**src/rtl/serial_port_consts.svh**
```systemverilog
`ifndef SERIAL_PORT_CONSTS_SVH
`define SERIAL_PORT_CONSTS_SVH
`define OFS_DATA 32'h0000_0000
`define OFS_STATUS_A 32'h0000_0004
`define OFS_CONTROL_B 32'h0000_0008
`define OFS_FORMAT 32'h0000_000C
`define OFS_BAUD 32'h0000_0010
`define RST_CONTROL_B 8'h00
`define RST_FORMAT 8'h86
`define RST_BAUD 12'h000
`define POS_REG_SELECT 7
`define POS_TX_COMPLETE 6
`define OS_NORMAL 5'h10
`define OS_DOUBLE 5'h08
`define OS_SYNC 5'h02
`define SIZE_NINE 3'h7
`define RESP_OKAY 2'h0
`define RESP_SLVERR 2'h2
`endif

```
**src/rtl/serial_port_pkg.sv**
```systemverilog
package serial_port_pkg;
   typedef struct packed {
      logic rx_complete_irq_en;
      logic tx_complete_irq_en;
      logic tx_empty_irq_en;
      logic receiver_enable;
      logic transmitter_enable;
      logic char_size_high;
      logic rx_ninth_bit;
      logic tx_ninth_bit;
   } control_b_type;
   typedef struct packed {
      logic reg_select;
      logic sync_mode_select;
      logic [1:0] parity_mode;
      logic stop_two;
      logic [1:0] char_size_low;
      logic clock_polarity;
   } frame_format_type;
   typedef struct packed {
      logic ninth;
      logic [7:0] data;
      logic fe;
      logic pe;
   } rx_entry_type;
   typedef struct packed {
      logic [3:0] nbits;
      logic par_en;
      logic par_odd;
      logic two_stop;
   } frame_cfg_type;
   typedef enum logic [0:0] {TX_IDLE = 1'b0, TX_SHIFT = 1'b1} tx_state_type;
   typedef enum logic [1:0] {
      RX_IDLE = 2'b00, RX_START = 2'b01, RX_BITS = 2'b10, RX_STOP = 2'b11
   } rx_state_type;
endpackage

```
**src/rtl/serial_tx_shift.sv**
```systemverilog
`timescale 1ns/1ps
`default_nettype none
module serial_tx_shift
   import serial_port_pkg::*;
(
   input wire logic aclk,
   input wire logic aresetn,
   input wire logic os_tick,
   input wire logic [4:0] os_len,
   input wire frame_cfg_type cfg,
   input wire logic load,
   input wire logic [8:0] load_data,
   output logic idle,
   output logic done,
   output logic txd
);
   tx_state_type state_q;
   logic [12:0] frame_d;
   logic [12:0] shift_q;
   logic [3:0] bits_q;
   logic [4:0] os_q;
   logic par;
   always_comb begin
      frame_d = 13'h1FFF;
      frame_d[0] = 1'b0;
      par = cfg.par_odd;
      for (int i = 0; i < 9; i++) begin
         if (4'(i) < cfg.nbits) begin
            frame_d[i + 1] = load_data[i];
            par = par ^ load_data[i];
         end
      end
      if (cfg.par_en) begin
         frame_d[cfg.nbits + 4'h1] = par;
      end
   end
   assign idle = (state_q == TX_IDLE);
   always_ff @(posedge aclk) begin
      if (!aresetn) begin
         state_q <= TX_IDLE;
         shift_q <= 13'h1FFF;
         bits_q <= 4'h0;
         os_q <= 5'h00;
         txd <= 1'b1;
         done <= 1'b0;
      end else begin
         done <= 1'b0;
         case (state_q)
            TX_IDLE: begin
               if (load) begin
                  shift_q <= frame_d;
                  // one or two stop bits
                  bits_q <= cfg.nbits + 4'h2 + {3'h0, cfg.par_en}
                     + {3'h0, cfg.two_stop};
                  os_q <= 5'h00;
                  txd <= frame_d[0];
                  state_q <= TX_SHIFT;
               end
            end
            TX_SHIFT: begin
               if (os_tick) begin
                  if (os_q == os_len - 5'h01) begin
                     os_q <= 5'h00;
                     if (bits_q == 4'h1) begin
                        state_q <= TX_IDLE;
                        done <= 1'b1;
                        txd <= 1'b1;
                     end else begin
                        shift_q <= {1'b1, shift_q[12:1]};
                        txd <= shift_q[1];
                        bits_q <= bits_q - 4'h1;
                     end
                  end else begin
                     os_q <= os_q + 5'h01;
                  end
               end
            end
            default: state_q <= TX_IDLE;
         endcase
      end
   end
endmodule // serial_tx_shift
`default_nettype wire

```
**src/rtl/serial_rx_shift.sv**
```systemverilog
`timescale 1ns/1ps
`default_nettype none
module serial_rx_shift
   import serial_port_pkg::*;
(
   input wire logic aclk,
   input wire logic aresetn,
   input wire logic os_tick,
   input wire logic [4:0] os_len,
   input wire frame_cfg_type cfg,
   input wire logic enable,
   input wire logic rxd,
   output logic start_seen,
   output logic valid,
   output rx_entry_type entry,
   output logic stop_bit
);
   rx_state_type state_q;
   logic [4:0] os_q;
   logic [3:0] idx_q;
   logic [9:0] sr_q;
   logic [8:0] mask;
   logic last_os;
   always_comb begin
      mask = 9'h000;
      for (int i = 0; i < 9; i++) begin
         mask[i] = (4'(i) < cfg.nbits);
      end
   end
   assign last_os = (os_q == os_len - 5'h01);
   always_ff @(posedge aclk) begin
      if (!aresetn) begin
         state_q <= RX_IDLE;
         os_q <= 5'h00;
         idx_q <= 4'h0;
         sr_q <= 10'h000;
         start_seen <= 1'b0;
         valid <= 1'b0;
         entry <= '0;
         stop_bit <= 1'b1;
      end else if (!enable) begin
         state_q <= RX_IDLE;
         start_seen <= 1'b0;
         valid <= 1'b0;
      end else begin
         start_seen <= 1'b0;
         valid <= 1'b0;
         case (state_q)
            RX_IDLE: begin
               if (os_tick && !rxd) begin
                  state_q <= RX_START;
                  os_q <= 5'h00;
                  idx_q <= 4'h0;
                  sr_q <= 10'h000;
                  start_seen <= 1'b1;
               end
            end
            RX_START: begin
               if (os_tick) begin
                  // mid start bit: a glitch drops back to idle
                  if (os_q == (os_len >> 1) - 5'h01) begin
                     os_q <= 5'h00;
                     state_q <= rxd ? RX_IDLE : RX_BITS;
                  end else begin
                     os_q <= os_q + 5'h01;
                  end
               end
            end
            RX_BITS: begin
               if (os_tick) begin
                  if (last_os) begin
                     os_q <= 5'h00;
                     sr_q[idx_q] <= rxd;
                     idx_q <= idx_q + 4'h1;
                     if (idx_q == cfg.nbits + {3'h0, cfg.par_en} - 4'h1) begin
                        state_q <= RX_STOP;
                     end
                  end else begin
                     os_q <= os_q + 5'h01;
                  end
               end
            end
            RX_STOP: begin
               if (os_tick) begin
                  if (last_os) begin
                     state_q <= RX_IDLE;
                     valid <= 1'b1;
                     stop_bit <= rxd;
                     entry.fe <= !rxd;
                     // short characters read back zero-filled
                     entry.data <= sr_q[7:0] & mask[7:0];
                     entry.ninth <= (cfg.nbits == 4'h9) & sr_q[8];
                     entry.pe <= cfg.par_en & ((^sr_q) != cfg.par_odd);
                  end else begin
                     os_q <= os_q + 5'h01;
                  end
               end
            end
            default: state_q <= RX_IDLE;
         endcase
      end
   end
endmodule // serial_rx_shift
`default_nettype wire

```
**src/rtl/serial_port_control_status.sv**
```systemverilog
// Notes on behaviour
// - receive-complete high while buffer holds data
// - receiver disable flushes buffer and error flags
// - tx-complete sets when shifter and buffer empty
// - tx-complete clears on service or written one
// - buffer-empty shows free tx buffer, set at reset
// - frame error when head's stop bit zero
// - overrun on start bit with everything full
// - parity error for head when checking enabled
// - double speed divides by 8 not 16
// - multiprocessor mode drops non-address frames
// - interrupt needs enable, global flag and flag
// - receiver enable takes over the receive pin
// - tx disable waits until nothing pending
// - ninth received bit readable, read it first
// - register select reads one, write needs one
// - mode bit zero async, one sync
// - parity field off, reserved, even, odd
// - stop select gives one or two stops
// - character size 5 to 9 bits
// - receive buffer two-entry fifo, advanced on access
// - data location writes tx, reads rx head
`timescale 1ns/1ps
`default_nettype none
`include "serial_port_consts.svh"
module serial_port_control_status
   import serial_port_pkg::*;
(
   input wire logic aclk,
   input wire logic aresetn,
   input wire logic [31:0] awaddr,
   input wire logic awvalid,
   output logic awready,
   input wire logic [31:0] wdata,
   input wire logic [3:0] wstrb,
   input wire logic wvalid,
   output logic wready,
   output logic [1:0] bresp,
   output logic bvalid,
   input wire logic bready,
   input wire logic [31:0] araddr,
   input wire logic arvalid,
   output logic arready,
   output logic [31:0] rdata,
   output logic [1:0] rresp,
   output logic rvalid,
   input wire logic rready,
   input wire logic rxd,
   output logic rx_pin_owned,
   output logic txd,
   output logic txd_oe,
   input wire logic global_irq_en,
   input wire logic tx_irq_ack,
   output logic rx_irq_req,
   output logic tx_irq_req,
   output logic empty_irq_req
);
   control_b_type ctrl_q;
   frame_format_type fmt_q;
   frame_cfg_type cfg;
   rx_entry_type fifo_q [2];
   rx_entry_type head, rx_entry, pend_q, push_entry;
   logic [11:0] baud_q, presc_q;
   logic [4:0] os_len;
   logic [2:0] csz;
   logic os_tick;
   logic double_speed_q, multiproc_q, txc_q, dor_q;
   logic tx_buf_full_q, tx_own_q, txd_q;
   logic [8:0] tx_buf_q;
   logic tx_idle, tx_done, tx_line, tx_load;
   logic rxd_s1, rxd_s2, rxd_s3, rxd_q;
   logic rx_valid, rx_start, rx_stop, rx_valid_f;
   logic [1:0] rx_count_q;
   logic wr_ptr_q, rd_ptr_q, pend_valid_q;
   logic push, pop, push_pend, rx_take;
   logic aw_hold_q, w_hold_q;
   logic [31:0] awaddr_q, wdata_q;
   logic [3:0] wstrb_q;
   logic wr_go, wr_en, wr_map, rd_go, rd_map;
   logic wr_data, wr_status, wr_ctrl, wr_fmt, wr_baud;
   logic [31:0] rd_word;
   logic [7:0] status_rd;

   // frame setup shared by both directions
   assign csz = {ctrl_q.char_size_high, fmt_q.char_size_low};
   assign cfg.nbits = (csz == `SIZE_NINE) ? 4'h9 : {2'h1, csz[1:0]} + 4'h1;
   assign cfg.par_en = fmt_q.parity_mode[1];
   assign cfg.par_odd = fmt_q.parity_mode[0];
   assign cfg.two_stop = fmt_q.stop_two;

   // baud prescaler; writing the divisor restarts it at once
   always_ff @(posedge aclk) begin
      if (!aresetn || wr_baud || presc_q == baud_q) begin
         presc_q <= 12'h000;
      end else begin
         presc_q <= presc_q + 12'h001;
      end
   end
   assign os_tick = (presc_q == baud_q);
   always_comb begin
      if (fmt_q.sync_mode_select) begin
         os_len = `OS_SYNC;
      end else if (double_speed_q) begin
         os_len = `OS_DOUBLE;
      end else begin
         os_len = `OS_NORMAL;
      end
   end

   // pin synchroniser: a level counts once stages two and three agree
   always_ff @(posedge aclk) begin
      if (!aresetn) begin
         rxd_s1 <= 1'b1;
         rxd_s2 <= 1'b1;
         rxd_s3 <= 1'b1;
         rxd_q <= 1'b1;
      end else begin
         rxd_s1 <= rxd;
         rxd_s2 <= rxd_s1;
         rxd_s3 <= rxd_s2;
         if (rxd_s2 == rxd_s3) begin
            rxd_q <= rxd_s3;
         end
      end
   end
   assign rx_pin_owned = ctrl_q.receiver_enable;

   serial_rx_shift u_rx (
      .aclk(aclk),
      .aresetn(aresetn),
      .os_tick(os_tick),
      .os_len(os_len),
      .cfg(cfg),
      .enable(ctrl_q.receiver_enable),
      .rxd(rxd_q),
      .start_seen(rx_start),
      .valid(rx_valid),
      .entry(rx_entry),
      .stop_bit(rx_stop)
   );

   // address indication: ninth bit, or first stop bit for short frames
   assign rx_valid_f = rx_valid && !(multiproc_q &&
      !((cfg.nbits == 4'h9) ? rx_entry.ninth : rx_stop));

   // receive fifo, with a third character parked as in the shifter
   assign pop = rd_go && (araddr == `OFS_DATA) && (rx_count_q != 2'h0);
   assign push_pend = pop && pend_valid_q;
   assign rx_take = rx_valid_f && !pend_valid_q;
   assign push = push_pend || (rx_take && (rx_count_q != 2'h2 || pop));
   assign push_entry = push_pend ? pend_q : rx_entry;
   assign head = fifo_q[rd_ptr_q];
   generate
      for (genvar e = 0; e < 2; e++) begin : g_entry
         always_ff @(posedge aclk) begin
            if (!aresetn) begin
               fifo_q[e] <= '0;
            end else if (push && wr_ptr_q == 1'(e)) begin
               fifo_q[e] <= push_entry;
            end
         end
      end
   endgenerate
   always_ff @(posedge aclk) begin
      if (!aresetn || !ctrl_q.receiver_enable) begin
         rx_count_q <= 2'h0;
         wr_ptr_q <= 1'b0;
         rd_ptr_q <= 1'b0;
         pend_valid_q <= 1'b0;
      end else begin
         rx_count_q <= rx_count_q + {1'b0, push} - {1'b0, pop};
         wr_ptr_q <= wr_ptr_q ^ push;
         rd_ptr_q <= rd_ptr_q ^ pop;
         if (rx_take && rx_count_q == 2'h2 && !pop) begin
            pend_valid_q <= 1'b1;
         end else if (push_pend) begin
            pend_valid_q <= 1'b0;
         end
      end
   end
   always_ff @(posedge aclk) begin
      if (!aresetn) begin
         pend_q <= '0;
      end else if (rx_take && rx_count_q == 2'h2 && !pop) begin
         pend_q <= rx_entry;
      end
   end
   // overrun: set wins over the clearing read
   always_ff @(posedge aclk) begin
      if (!aresetn || !ctrl_q.receiver_enable) begin
         dor_q <= 1'b0;
      end else if (rx_start && pend_valid_q) begin
         dor_q <= 1'b1;
      end else if (pop) begin
         dor_q <= 1'b0;
      end
   end

   // transmit buffer; writes while full are dropped
   // a disabled transmitter still drains what it holds
   assign tx_load = tx_buf_full_q && tx_idle &&
      (ctrl_q.transmitter_enable || tx_own_q);
   always_ff @(posedge aclk) begin
      if (!aresetn) begin
         tx_buf_full_q <= 1'b0;
         tx_buf_q <= 9'h000;
      end else if (wr_data && !tx_buf_full_q) begin
         tx_buf_full_q <= 1'b1;
         tx_buf_q <= {ctrl_q.tx_ninth_bit, wdata_q[7:0]};
      end else if (tx_load) begin
         tx_buf_full_q <= 1'b0;
      end
   end

   serial_tx_shift u_tx (
      .aclk(aclk),
      .aresetn(aresetn),
      .os_tick(os_tick),
      .os_len(os_len),
      .cfg(cfg),
      .load(tx_load),
      .load_data(tx_buf_q),
      .idle(tx_idle),
      .done(tx_done),
      .txd(tx_line)
   );

   always_ff @(posedge aclk) begin
      if (!aresetn) begin
         txc_q <= 1'b0;
      end else if (tx_done && !tx_buf_full_q) begin
         txc_q <= 1'b1;
      end else if (tx_irq_ack ||
                   (wr_status && wdata_q[`POS_TX_COMPLETE])) begin
         txc_q <= 1'b0;
      end
   end
   // pin stays claimed until the last frame has left
   always_ff @(posedge aclk) begin
      if (!aresetn) begin
         tx_own_q <= 1'b0;
      end else if (ctrl_q.transmitter_enable) begin
         tx_own_q <= 1'b1;
      end else if (tx_idle && !tx_buf_full_q) begin
         tx_own_q <= 1'b0;
      end
   end
   always_ff @(posedge aclk) begin
      if (!aresetn) begin
         txd_q <= 1'b1;
      end else begin
         txd_q <= tx_own_q ? tx_line : 1'b1;
      end
   end
   assign txd = txd_q;
   assign txd_oe = tx_own_q;

   assign rx_irq_req = global_irq_en && ctrl_q.rx_complete_irq_en
      && (rx_count_q != 2'h0);
   assign tx_irq_req = global_irq_en && ctrl_q.tx_complete_irq_en
      && txc_q;
   assign empty_irq_req = global_irq_en && ctrl_q.tx_empty_irq_en
      && !tx_buf_full_q;

   // bus write side: address and data may arrive in either order
   assign awready = !aw_hold_q && !bvalid;
   assign wready = !w_hold_q && !bvalid;
   assign wr_go = aw_hold_q && w_hold_q;
   assign wr_en = wr_go && wstrb_q[0];
   assign wr_data = wr_en && awaddr_q == `OFS_DATA;
   assign wr_status = wr_en && awaddr_q == `OFS_STATUS_A;
   assign wr_ctrl = wr_en && awaddr_q == `OFS_CONTROL_B;
   assign wr_fmt = wr_en && awaddr_q == `OFS_FORMAT;
   assign wr_baud = wr_en && awaddr_q == `OFS_BAUD;
   assign wr_map = awaddr_q == `OFS_DATA || awaddr_q == `OFS_STATUS_A ||
      awaddr_q == `OFS_CONTROL_B || awaddr_q == `OFS_FORMAT ||
      awaddr_q == `OFS_BAUD;
   always_ff @(posedge aclk) begin
      if (!aresetn) begin
         aw_hold_q <= 1'b0;
         awaddr_q <= 32'h0000_0000;
      end else if (awvalid && awready) begin
         aw_hold_q <= 1'b1;
         awaddr_q <= awaddr;
      end else if (wr_go) begin
         aw_hold_q <= 1'b0;
      end
   end
   always_ff @(posedge aclk) begin
      if (!aresetn) begin
         w_hold_q <= 1'b0;
         wdata_q <= 32'h0000_0000;
         wstrb_q <= 4'h0;
      end else if (wvalid && wready) begin
         w_hold_q <= 1'b1;
         wdata_q <= wdata;
         wstrb_q <= wstrb;
      end else if (wr_go) begin
         w_hold_q <= 1'b0;
      end
   end
   always_ff @(posedge aclk) begin
      if (!aresetn) begin
         bvalid <= 1'b0;
         bresp <= `RESP_OKAY;
      end else if (wr_go) begin
         bvalid <= 1'b1;
         bresp <= wr_map ? `RESP_OKAY : `RESP_SLVERR;
      end else if (bready) begin
         bvalid <= 1'b0;
      end
   end

   // software-written control state
   always_ff @(posedge aclk) begin
      if (!aresetn) begin
         double_speed_q <= 1'b0;
         multiproc_q <= 1'b0;
      end else if (wr_status) begin
         double_speed_q <= wdata_q[1];
         multiproc_q <= wdata_q[0];
      end
   end
   always_ff @(posedge aclk) begin
      if (!aresetn) begin
         ctrl_q <= `RST_CONTROL_B;
      end else if (wr_ctrl) begin
         ctrl_q <= control_b_type'(wdata_q[7:0]);
         ctrl_q.rx_ninth_bit <= 1'b0;
      end
   end
   always_ff @(posedge aclk) begin
      if (!aresetn) begin
         fmt_q <= `RST_FORMAT;
      end else if (wr_fmt && wdata_q[`POS_REG_SELECT]) begin
         fmt_q <= frame_format_type'(wdata_q[7:0]);
      end
   end
   always_ff @(posedge aclk) begin
      if (!aresetn) begin
         baud_q <= `RST_BAUD;
      end else if (wr_baud) begin
         baud_q <= wdata_q[11:0];
      end
   end

   // bus read side; a read of the data location pops the fifo
   assign arready = !rvalid;
   assign rd_go = arvalid && arready;
   assign rd_map = araddr == `OFS_DATA || araddr == `OFS_STATUS_A ||
      araddr == `OFS_CONTROL_B || araddr == `OFS_FORMAT ||
      araddr == `OFS_BAUD;
   assign status_rd = {rx_count_q != 2'h0, txc_q, !tx_buf_full_q,
      (rx_count_q != 2'h0) && head.fe, dor_q,
      (rx_count_q != 2'h0) && head.pe,
      double_speed_q, multiproc_q};
   always_comb begin
      rd_word = 32'h0000_0000;
      case (araddr)
         `OFS_DATA: rd_word[7:0] = head.data;
         `OFS_STATUS_A: rd_word[7:0] = status_rd;
         `OFS_CONTROL_B: begin
            rd_word[7:0] = ctrl_q;
            rd_word[1] = (rx_count_q != 2'h0) && head.ninth;
         end
         `OFS_FORMAT: begin
            rd_word[7:0] = fmt_q;
            rd_word[`POS_REG_SELECT] = 1'b1;
         end
         `OFS_BAUD: rd_word[11:0] = baud_q;
         default: rd_word = 32'h0000_0000;
      endcase
   end
   always_ff @(posedge aclk) begin
      if (!aresetn) begin
         rvalid <= 1'b0;
         rdata <= 32'h0000_0000;
         rresp <= `RESP_OKAY;
      end else if (rd_go) begin
         rvalid <= 1'b1;
         rdata <= rd_word;
         rresp <= rd_map ? `RESP_OKAY : `RESP_SLVERR;
      end else if (rready) begin
         rvalid <= 1'b0;
      end
   end
endmodule // serial_port_control_status
`default_nettype wire

```
**config.mk**
```make
export PLATFORM = sky130hd
export DESIGN_NAME = serial_port_control_status
export DESIGN_NICKNAME = d
export VERILOG_FILES = /design/src/rtl/serial_port_pkg.sv /design/src/rtl/serial_tx_shift.sv /design/src/rtl/serial_rx_shift.sv /design/src/rtl/serial_port_control_status.sv
export VERILOG_INCLUDE_DIRS = /design/src /design/src/rtl
export SDC_FILE = /design/constraint.sdc
export NUM_CORES = 1
export LEC_CHECK = 0
export ABC_CLOCK_PERIOD_IN_PS = 3950
export BUFFER_PORTS_ARGS = -buffer_cell sky130_fd_sc_hd__buf_4
export CORE_ASPECT_RATIO = 1.5
export CORE_UTILIZATION = 49
export CTS_CLUSTER_SIZE = 28
export DETAILED_ROUTE_END_ITERATION = 12
export PLACE_DENSITY = 0.82
export SYNTH_ARGS = -nofsm -noshare
export SYNTH_HDL_FRONTEND = slang
export SYNTH_SLANG_ARGS = --single-unit
```
**constraint.sdc**
```tcl
create_clock -name aclk -period 3.95 [get_ports aclk]
set_clock_uncertainty 0.2 [all_clocks]
set_input_delay 0.395 -clock aclk [delete_from_list [all_inputs] [get_ports aclk]]
set_output_delay 0.395 -clock aclk [all_outputs]
set_load 0.02 [all_outputs]
```
[Word-level counts from Yosys, hierarchy flattened]
Memories as Yosys holds them, arrays and structs flattened. A register that Yosys moved wholly into a read port is not among the register bits.
Index checks and enable logic that the tools add are counted.
Word-level totals
  logic and storage cells: 356
  output and inout port bits: 47
  input bits: 110
  register bits: 199
  memories: 1
  RAM bits: 22
Memory list
  fifo_q: words 2, bits a word 11, rd ports 1, clocked after Yosys merged registers in 1, wr ports 2, RTL line serial_port_control_status.sv:61  | rx_entry_type fifo_q [2];
Operators by class
  magnitude comparators: 13
  eq/ne operators: 36
  reduce and logical (&&, ||, !) cells: 97
  bitwise gates (word level): 18
  add/subtract/negate cells: 16
  mux-type cells: 114
Operators by type and width (count)
  $eq 32x4->1 const B: 4
  $mux 13: 5
  $eq 32x3->1 const B: 2
  $eq 32x5->1 const B: 2
  $logic_not 32->1: 2
  $mux 5: 12
  $mux 1: 57
  $logic_and 1x1->1: 43
  $pmux 8 s5: 1
  $mux 4: 9
  $mux 11: 3
  $mux 10: 3
  $pmux 13 s2: 1
  $mux 2: 11
  $reduce_bool 2->1: 11
  $pmux 10 s2: 1
  $pmux 5 s4: 1
  $ne 2x1->1 const B: 9
  $lt 3x4->1 const A: 4
  $pmux 4 s2: 2
  $reduce_and 4->1: 4
  $eq 5x5->1: 3
  $logic_or 1x1->1: 15
  $bwmux 13: 1
  other kinds (44): 88

[Depth between registers and ports, before layout]
Gate-level depths: netlist of run 1.
  depth after elaboration: 24
  mapped depth: 14

[Hierarchy]
From an unflattened synthesis of run 1, not the netlist that was laid out.
Second synthesis, totals
  cell total of the unflattened synthesis: 1284
  area, all modules: 11554.8 um^2
Modules (own cells, without submodules)
  serial_port_control_status: sequential area each 3403.3 um^2, instances 1, area each 7292.0 um^2, cells each 763
  serial_rx_shift: sequential area each 700.7 um^2, instances 1, area each 2244.7 um^2, cells each 267
  serial_tx_shift: sequential area each 480.5 um^2, instances 1, area each 2018.2 um^2, cells each 254

[Worst setup path before layout of run 1]
Ideal clock, no wire load.
  kind: input-to-reg
  from: input port araddr[13]
  to: register rx_count_q[1]
  setup slack: 0.883 ns
  arrival time: 2.747 ns
  required time: 3.630 ns
  path buffers: 0
  cell stages on the path: 12
  cells stage by stage: or3_2 nor4_4 and4_1 mux2_2 nor2_1 or2_1 ha_1 inv_1 ha_1 xor2_1 xnor2_1 nor2_1
Between the ends
  word-level cells in the longest chain between the ends: 8
  elaborated cells on any way between the ends: 9
  those cells by class: add/sub (2); reduce/logical (7)
Ends and longest elaborated chain
  from (decl): RTL line serial_port_control_status.sv:41  | input wire logic [31:0] araddr,
  $logic_not 32->1 *
  $logic_and 1x1->1 * (2 in series): RTL line serial_port_control_status.sv:147  | assign pop = rd_go && (araddr == `OFS_DATA) && (rx_count_q != 2'h0);
  $logic_or 1x1->1: RTL line serial_port_control_status.sv:150  | assign push = push_pend || (rx_take && (rx_count_q != 2'h2 || pop));
  $logic_and 1x1->1: RTL line serial_port_control_status.sv:150
  $logic_or 1x1->1: RTL line serial_port_control_status.sv:150
  $add 2x1->2: RTL line serial_port_control_status.sv:171  | rx_count_q <= rx_count_q + {1'b0, push} - {1'b0, pop};
  $sub 2x1->2 *: RTL line serial_port_control_status.sv:171
  to (signal assigned): RTL line serial_port_control_status.sv:171
  to (decl): RTL line serial_port_control_status.sv:73  | logic [1:0] rx_count_q;
Mark *: on every way between the ends. The rest lies on a longest branch, timed or not.
A chain may end at the register's enable or synchronous reset.

==> results.ini, run 1 <==
[cts]
clk_pin_slew_ns=0.07
htreeDepth=1
post_cts_resize_count=0
cts_buffers=21
cts_root_buf=clkbuf_16
cts_setup_buffers=0
holdBufCountCts=48
cts_max_path_buffers=3
cts.sinks=217
cts_tree=done
clk_latency_ns=0.51

[timing]
max_freq_ghz=0.2836
tightest_slew_ns=1.082
setup_tns_ns=0
slew_headroom_pct=27.87
final_hold_viol_count=0
period_minus_slack_ns=3.527
min_period_over_period_pct=89.28
drv_slew=0
setup_viol=0
rsz0062_at_grt=false

[die]
core-area_mm2=0.02050
die_width_um=120.5
initial_core_util_pct=50.31
num_io_pins=157
die_area_mm2=0.02164
rows=64
die_height_um=179.7

[final_layout]
diodes=0
n_fill_cell=1655
area_delta_synth_final_pct=20.51
final_nets=1452
layout-drive-gt1-share_pct=13.96

[worst_setup_path]
cp_cell_sequence=inv_1, ha_1, inv_1, o2111ai_1, a311oi_1, mux2_2, nor2_1, nor2_1, ha_1, nand2b_1
end_kind=flop
path_class=flop to flop
critPathTopFamily=simple AND/OR/NAND/NOR gates
required_ns=3.88
max_stage_delay_ns=0.53
r2r-start=csz[0]
cp_max_fo=11
timing.critical_path.arrival_ns=3.46
slowest_stage=dfxtp_1
cp-startpoint=csz[0]
path_buf_inv=2
startpoint_type=flop
reg2regPathDepth=10
crit_cells=10

[detailed_routing]
drcViolationCount=0
drt_first_pass_iters=7
postRouteAntennaNets=0
wl_per_cell_um=16.20
drt-initial-drc-count=620
via_count=8859
vias_per_cell=5.551
wl_um=25860

[pwr]
power_leakage_nw=5.009
finalPower_mw=4.857
vdd_drop_max_mv=0.2680
p_per_area_mw_per_mm2=390.8

[run_status]
status=completed

[place]
dp_hpwl_um=17470
io_buffers=111
gp_congestion=0.8716

[synthesis]
ys_seq_elements=217
syn_area_mm2=0.01031
synthFlopType=dfxtp_1
async_reset_ff_share_pct=0
synth_top_area_share_pct=37.85
synth_common_cells=dfxtp_1, nand2_1, a21oi_1
synth.lib_cells_used.distinct=78
synth_area_leaders=dfxtp_1, nand2_1, edfxtp_1
syn_area_per_cell_um2=8.645
synthCells=1193
seq_area_frac_synth_pct=44.26
yosys_warnings=0
synth_top_area_cell=dfxtp_1
synth-edff-count=22

[global_routing]
grt_pass1_vias=8773
grt_use_total_pct=23.24
antenna_found_initial=0
grt_first_pass_wirelength_um=41230
overflow=0
grt_max_degree=66

[hold_path]
hold_path.class=input pin to flop
min_from=tx_irq_ack
hold-path-cell-count=4

[job]
drv_cap=0

[registers in the layout (all words and copies together), names as in the netlist, 2 cells and up, named ones only]
register	cells
baud_q	12
fifo_q	22
u_rx.os_q	5
u_rx.sr_q	10
u_tx.bits_q	4
fmt_q	2
ctrl_q	5
wdata_q	12
u_tx.os_q	5
u_rx.idx_q	4
awaddr_q	32
rdata	12
cfg	3
csz	3
u_rx.entry	11
u_tx.shift_q	11
tx_buf_q	9
rx_count_q	2
presc_q	12
pend_q	11
[kinds of logic (layout without fill, tap and decap cells)]
| family | after synthesis | in the layout | share of synthesized area, % |
|---|---|---|---|
| AND/OR/NAND/NOR | 464 | 464 | 21.57 |
| flip-flops | 217 | 217 | 44.26 |
| adder cells (fa/ha/maj) | 24 | 24 | 2.984 |
| AO/OA/AOI/OAI | 240 | 240 | 13.79 |
| buffers and inverters | 121 | 239 | 5.544 |
| other | 1 | 22 | 0.03636 |
| multiplexers | 67 | 67 | 6.672 |
| XOR/XNOR | 59 | 59 | 5.144 |
[layer usage]
metal	global-route usage (%)	vias to the layer above	part of all wire, %
li1	-	4332	-
met1	24.68	4157	37
met2	43.36	282	52
met3	2.665	88	4.6
met4	13.48	0	5.6
met5	0	-	0
[final cells by class]
class | count | area [um^2] | share of cell area [%]
multi-input combinational | 876 | 5263 | 42.34
sequential | 217 | 4564 | 36.72
timing repair buffer | 167 | 1374 | 11.05
clock buffer | 28 | 614.3 | 4.943
tap | 264 | 330.3 | 2.658
clock inverter | 9 | 150.1 | 1.208
inverter | 35 | 133.9 | 1.077
[worst reg2reg max path: cells and delay by family, from the launching register on]
kind / cells / cell delay (ns)
AO/OA/AOI/OAI: 2 / 0.61
adder cells (fa/ha/maj): 2 / 0.56
buffers and inverters: 2 / 0.34
flip-flops: 1 / 0.53
multiplexers: 1 / 0.24
AND/OR/NAND/NOR: 3 / 0.69
[worst paths after layout]
path / slack, ns / end
worst max-delay path: 0.42 / fifo_q[0][4]
worst min-delay path: 0.02 / txc_q
worst max register to register: 0.42 / fifo_q[0][4]
worst min register to register: 0.21 / rxd_s2
[per-stage QoR]
| step | instances | worst slack, ns | area [um^2] | util [%] | hold WS [ns] |
|---|---|---|---|---|---|
| 2_1_floorplan | 1214 | 0.8835 | 10390 | - | 0.1863 |
| 3_3_place_gp | 1511 | 0.5948 | 11180 | 54.56 | 0.1950 |
| 3_5_place_dp | 1511 | 0.4873 | 11180 | 54.56 | 0.1986 |
| 4_1_cts | 1596 | 0.4704 | 12430 | 60.63 | 0.02340 |
| 5_1_grt | 1596 | 0.2864 | 12430 | 60.63 | 0.04552 |
| 6_report | 1596 | 0.4233 | 12430 | 60.63 | 0.02032 |
[report_power, final]
part	switching [mW]	internal, mW
logic	0.186	0.145
registers	0.0360	2.27
clock network	0.862	1.36
[placed cells by master, fill, tap and decap left out, drive strengths merged, types with 5 or more instances in the layout]
master and instances:
edfxtp 22, or3 6, and3 11, nor4 20, a31o 8, clkbuf 28, o21ai 47, inv 36
conb 22, nor2 114, or4 7, mux2i 62, xor2 31, dlygate4sd3 48, xnor2 27, ha 23
nand2b 18, a21oi 127, o2111ai 5, dfxtp 195, nand4 14, nor2b 12, o211ai 11, nand2 196
buf 119, nand3 22, nor3 18
(Power assumes the default switching activity.)
==> run 2: changes to the inputs <==
--- a/config.mk
+++ b/config.mk
@@ -9,10 +9,11 @@
 export ABC_CLOCK_PERIOD_IN_PS = 3950
 export BUFFER_PORTS_ARGS = -buffer_cell sky130_fd_sc_hd__buf_4
 export CORE_ASPECT_RATIO = 1.5
-export CORE_UTILIZATION = 49
+export CORE_UTILIZATION = 44
 export CTS_CLUSTER_SIZE = 28
 export DETAILED_ROUTE_END_ITERATION = 12
-export PLACE_DENSITY = 0.82
+export GPL_ROUTABILITY_DRIVEN = 0
+export PLACE_DENSITY = 0.76
 export SYNTH_ARGS = -nofsm -noshare
 export SYNTH_HDL_FRONTEND = slang
 export SYNTH_SLANG_ARGS = --single-unit
==> run 2 against run 1 <==
Effect of this change: final cell count grew 1.2%; largest cell class unchanged; via count decreased by 1.6%; largest power group unchanged; worst setup slack lost 0.014 ns.
==> results.ini, run 2 (synthesized netlist as in run 1, its figures left out) <==
[pwr]
p_per_area_mw_per_mm2=378.6  ; was 390.8 mW/mm^2
power_leakage_nw=4.985  ; was 5.009 nW
vdd_drop_max_mv=0.2279  ; was 0.2680 mV
finalPower_mw=4.702  ; was 4.857 mW

[cts]
clk_pin_slew_ns=0.06  ; was 0.07 ns
cts_buffers=21  ; unchanged
cts_root_buf=clkbuf_16  ; unchanged
cts.sinks=217  ; unchanged
cts_tree=done  ; unchanged
cts_max_path_buffers=3  ; unchanged
post_cts_resize_count=0  ; unchanged
htreeDepth=1  ; unchanged
clk_latency_ns=0.50  ; was 0.51 ns

[timing]
max_freq_ghz=0.2825  ; was 0.2836 GHz
worst_slack_ns=0.4095  ; was 0.4233 ns
period_minus_slack_ns=3.540  ; was 3.527 ns
rsz0062_at_grt=false  ; unchanged
fin_hold_ws_ns=0.1222  ; was 0.02032 ns
setup_tns_ns=0  ; unchanged
tightest_slew_ns=1.058  ; was 1.082 ns
setup_viol=0  ; unchanged
min_period_over_period_pct=89.63  ; was 89.28%
drv_slew=0  ; unchanged
final_hold_viol_count=0  ; unchanged
slew_headroom_pct=29.50  ; was 27.87%

[hold_path]
hold_path.class=input pin to flop  ; unchanged

[global_routing]
grt_pass1_vias=8409  ; was 8773
grt_first_pass_wirelength_um=39680  ; was 41230 um
grt_use_total_pct=20.09  ; was 23.24%
overflow=0  ; unchanged
antenna_found_initial=0  ; unchanged
grt_max_degree=70  ; was 66

[die]
num_io_pins=157  ; unchanged
rows=68  ; was 64
die_width_um=127.0  ; was 120.5 um
initial_core_util_pct=44.90  ; was 50.31%
core-area_mm2=0.02297  ; was 0.02050 mm^2
die_height_um=189.5  ; was 179.7 um
die_area_mm2=0.02407  ; was 0.02164 mm^2

[detailed_routing]
wl_per_cell_um=15.26  ; was 16.20 um
wl_um=24650  ; was 25860 um
vias_per_cell=5.397  ; was 5.551
via_count=8716  ; was 8859
drcViolationCount=0  ; unchanged
drt-initial-drc-count=421  ; was 620
postRouteAntennaNets=0  ; unchanged
drt_first_pass_iters=5  ; was 7

[final_layout]
final_cell_mix=nand2_1, dfxtp_1, a21oi_1  ; unchanged
reg_top3=awaddr_q: 32 flops, fifo_q: 22 flops  ; unchanged
final_area_mm2=0.01242  ; was 0.01243 mm^2
utilization_pct=54.06  ; was 60.63%
final_nets=1454  ; was 1452
area_delta_synth_final_pct=20.42  ; was 20.51%
final_cells=1615  ; was 1596
largest_reg_flops=32  ; unchanged
layout-drive-gt1-share_pct=14.08  ; was 13.96%
diodes=0  ; unchanged
top_register=awaddr_q  ; unchanged

[worst_setup_path]
cp_max_fo=10  ; was 11
regToRegSetupSlack_ns=0.41  ; was 0.42 ns
required_ns=4.12  ; was 3.88 ns
timing.critical_path.arrival_ns=3.71  ; was 3.46 ns
path_class=flop to flop  ; unchanged
startpoint_type=flop  ; unchanged
end_kind=flop  ; unchanged

[run_status]
status=completed  ; unchanged

[job]
drv_cap=0  ; unchanged

[place]
dp.cells=1528  ; was 1511
post_dp_cell_area_mm2=0.01121  ; was 0.01118 mm^2
dp_slack_ns=0.4791  ; was 0.4873 ns
dp_hpwl_um=17330  ; was 17470 um
io_buffers=111  ; unchanged

run 2: final timing paths:
kind | from | endpoint | depth (start not counted)
max | csz[0] | rx_count_q[1] | 14
min reg2reg | rxd_s1 | rxd_s2 | 1
min | aresetn | rxd_s2 | 2
max reg2reg | csz[0] | rx_count_q[1] | 14
run 2: worst max-delay path, cell delays in order (launching register included):
cell       delay (ns)
dfxtp_1          0.52
inv_1            0.15
ha_1             0.37
inv_1            0.17
o2111ai_1        0.14
a311oi_1         0.47
mux2_2           0.25
nor2_1           0.04
or2_1            0.24
ha_1             0.28
inv_1            0.06
ha_1             0.14
xor2_1           0.17
xnor2_1          0.14
nor2_1           0.06
run 2: power breakdown:
part	switching, mW	total, mW	internal (mW)	leakage, nW
registers	0.0355	2.31	2.27	1.80
logic	0.182	0.327	0.146	2.85
clock network	0.848	2.07	1.22	0.342
run 2: metal layers:
layer | global-route usage, % | up-vias | wire length, um
li1 | - | 4347 | -
met3 | 1.978 | 59 | 891
met1 | 21.72 | 4101 | 9805
met4 | 8.974 | 0 | 986
met2 | 38.86 | 209 | 12960
met5 | 0 | - | 0
run 2: area by class of cell:
type,instances,area [um^2]
Clock inverter,13,156.4
Sequential cell,217,4564
Timing Repair Buffer,169,1391
Multi-Input combinational cell,876,5263
Clock buffer,25,560.5
Tap cell,280,350.3
Inverter,35,133.9
Fill cell,2060,10550
run 2: timing repair:
item | in CTS | in global routing
hold endpoints to repair | 49 | 0
hold buffers | 49 | 0
buffers inserted | 0 | 0
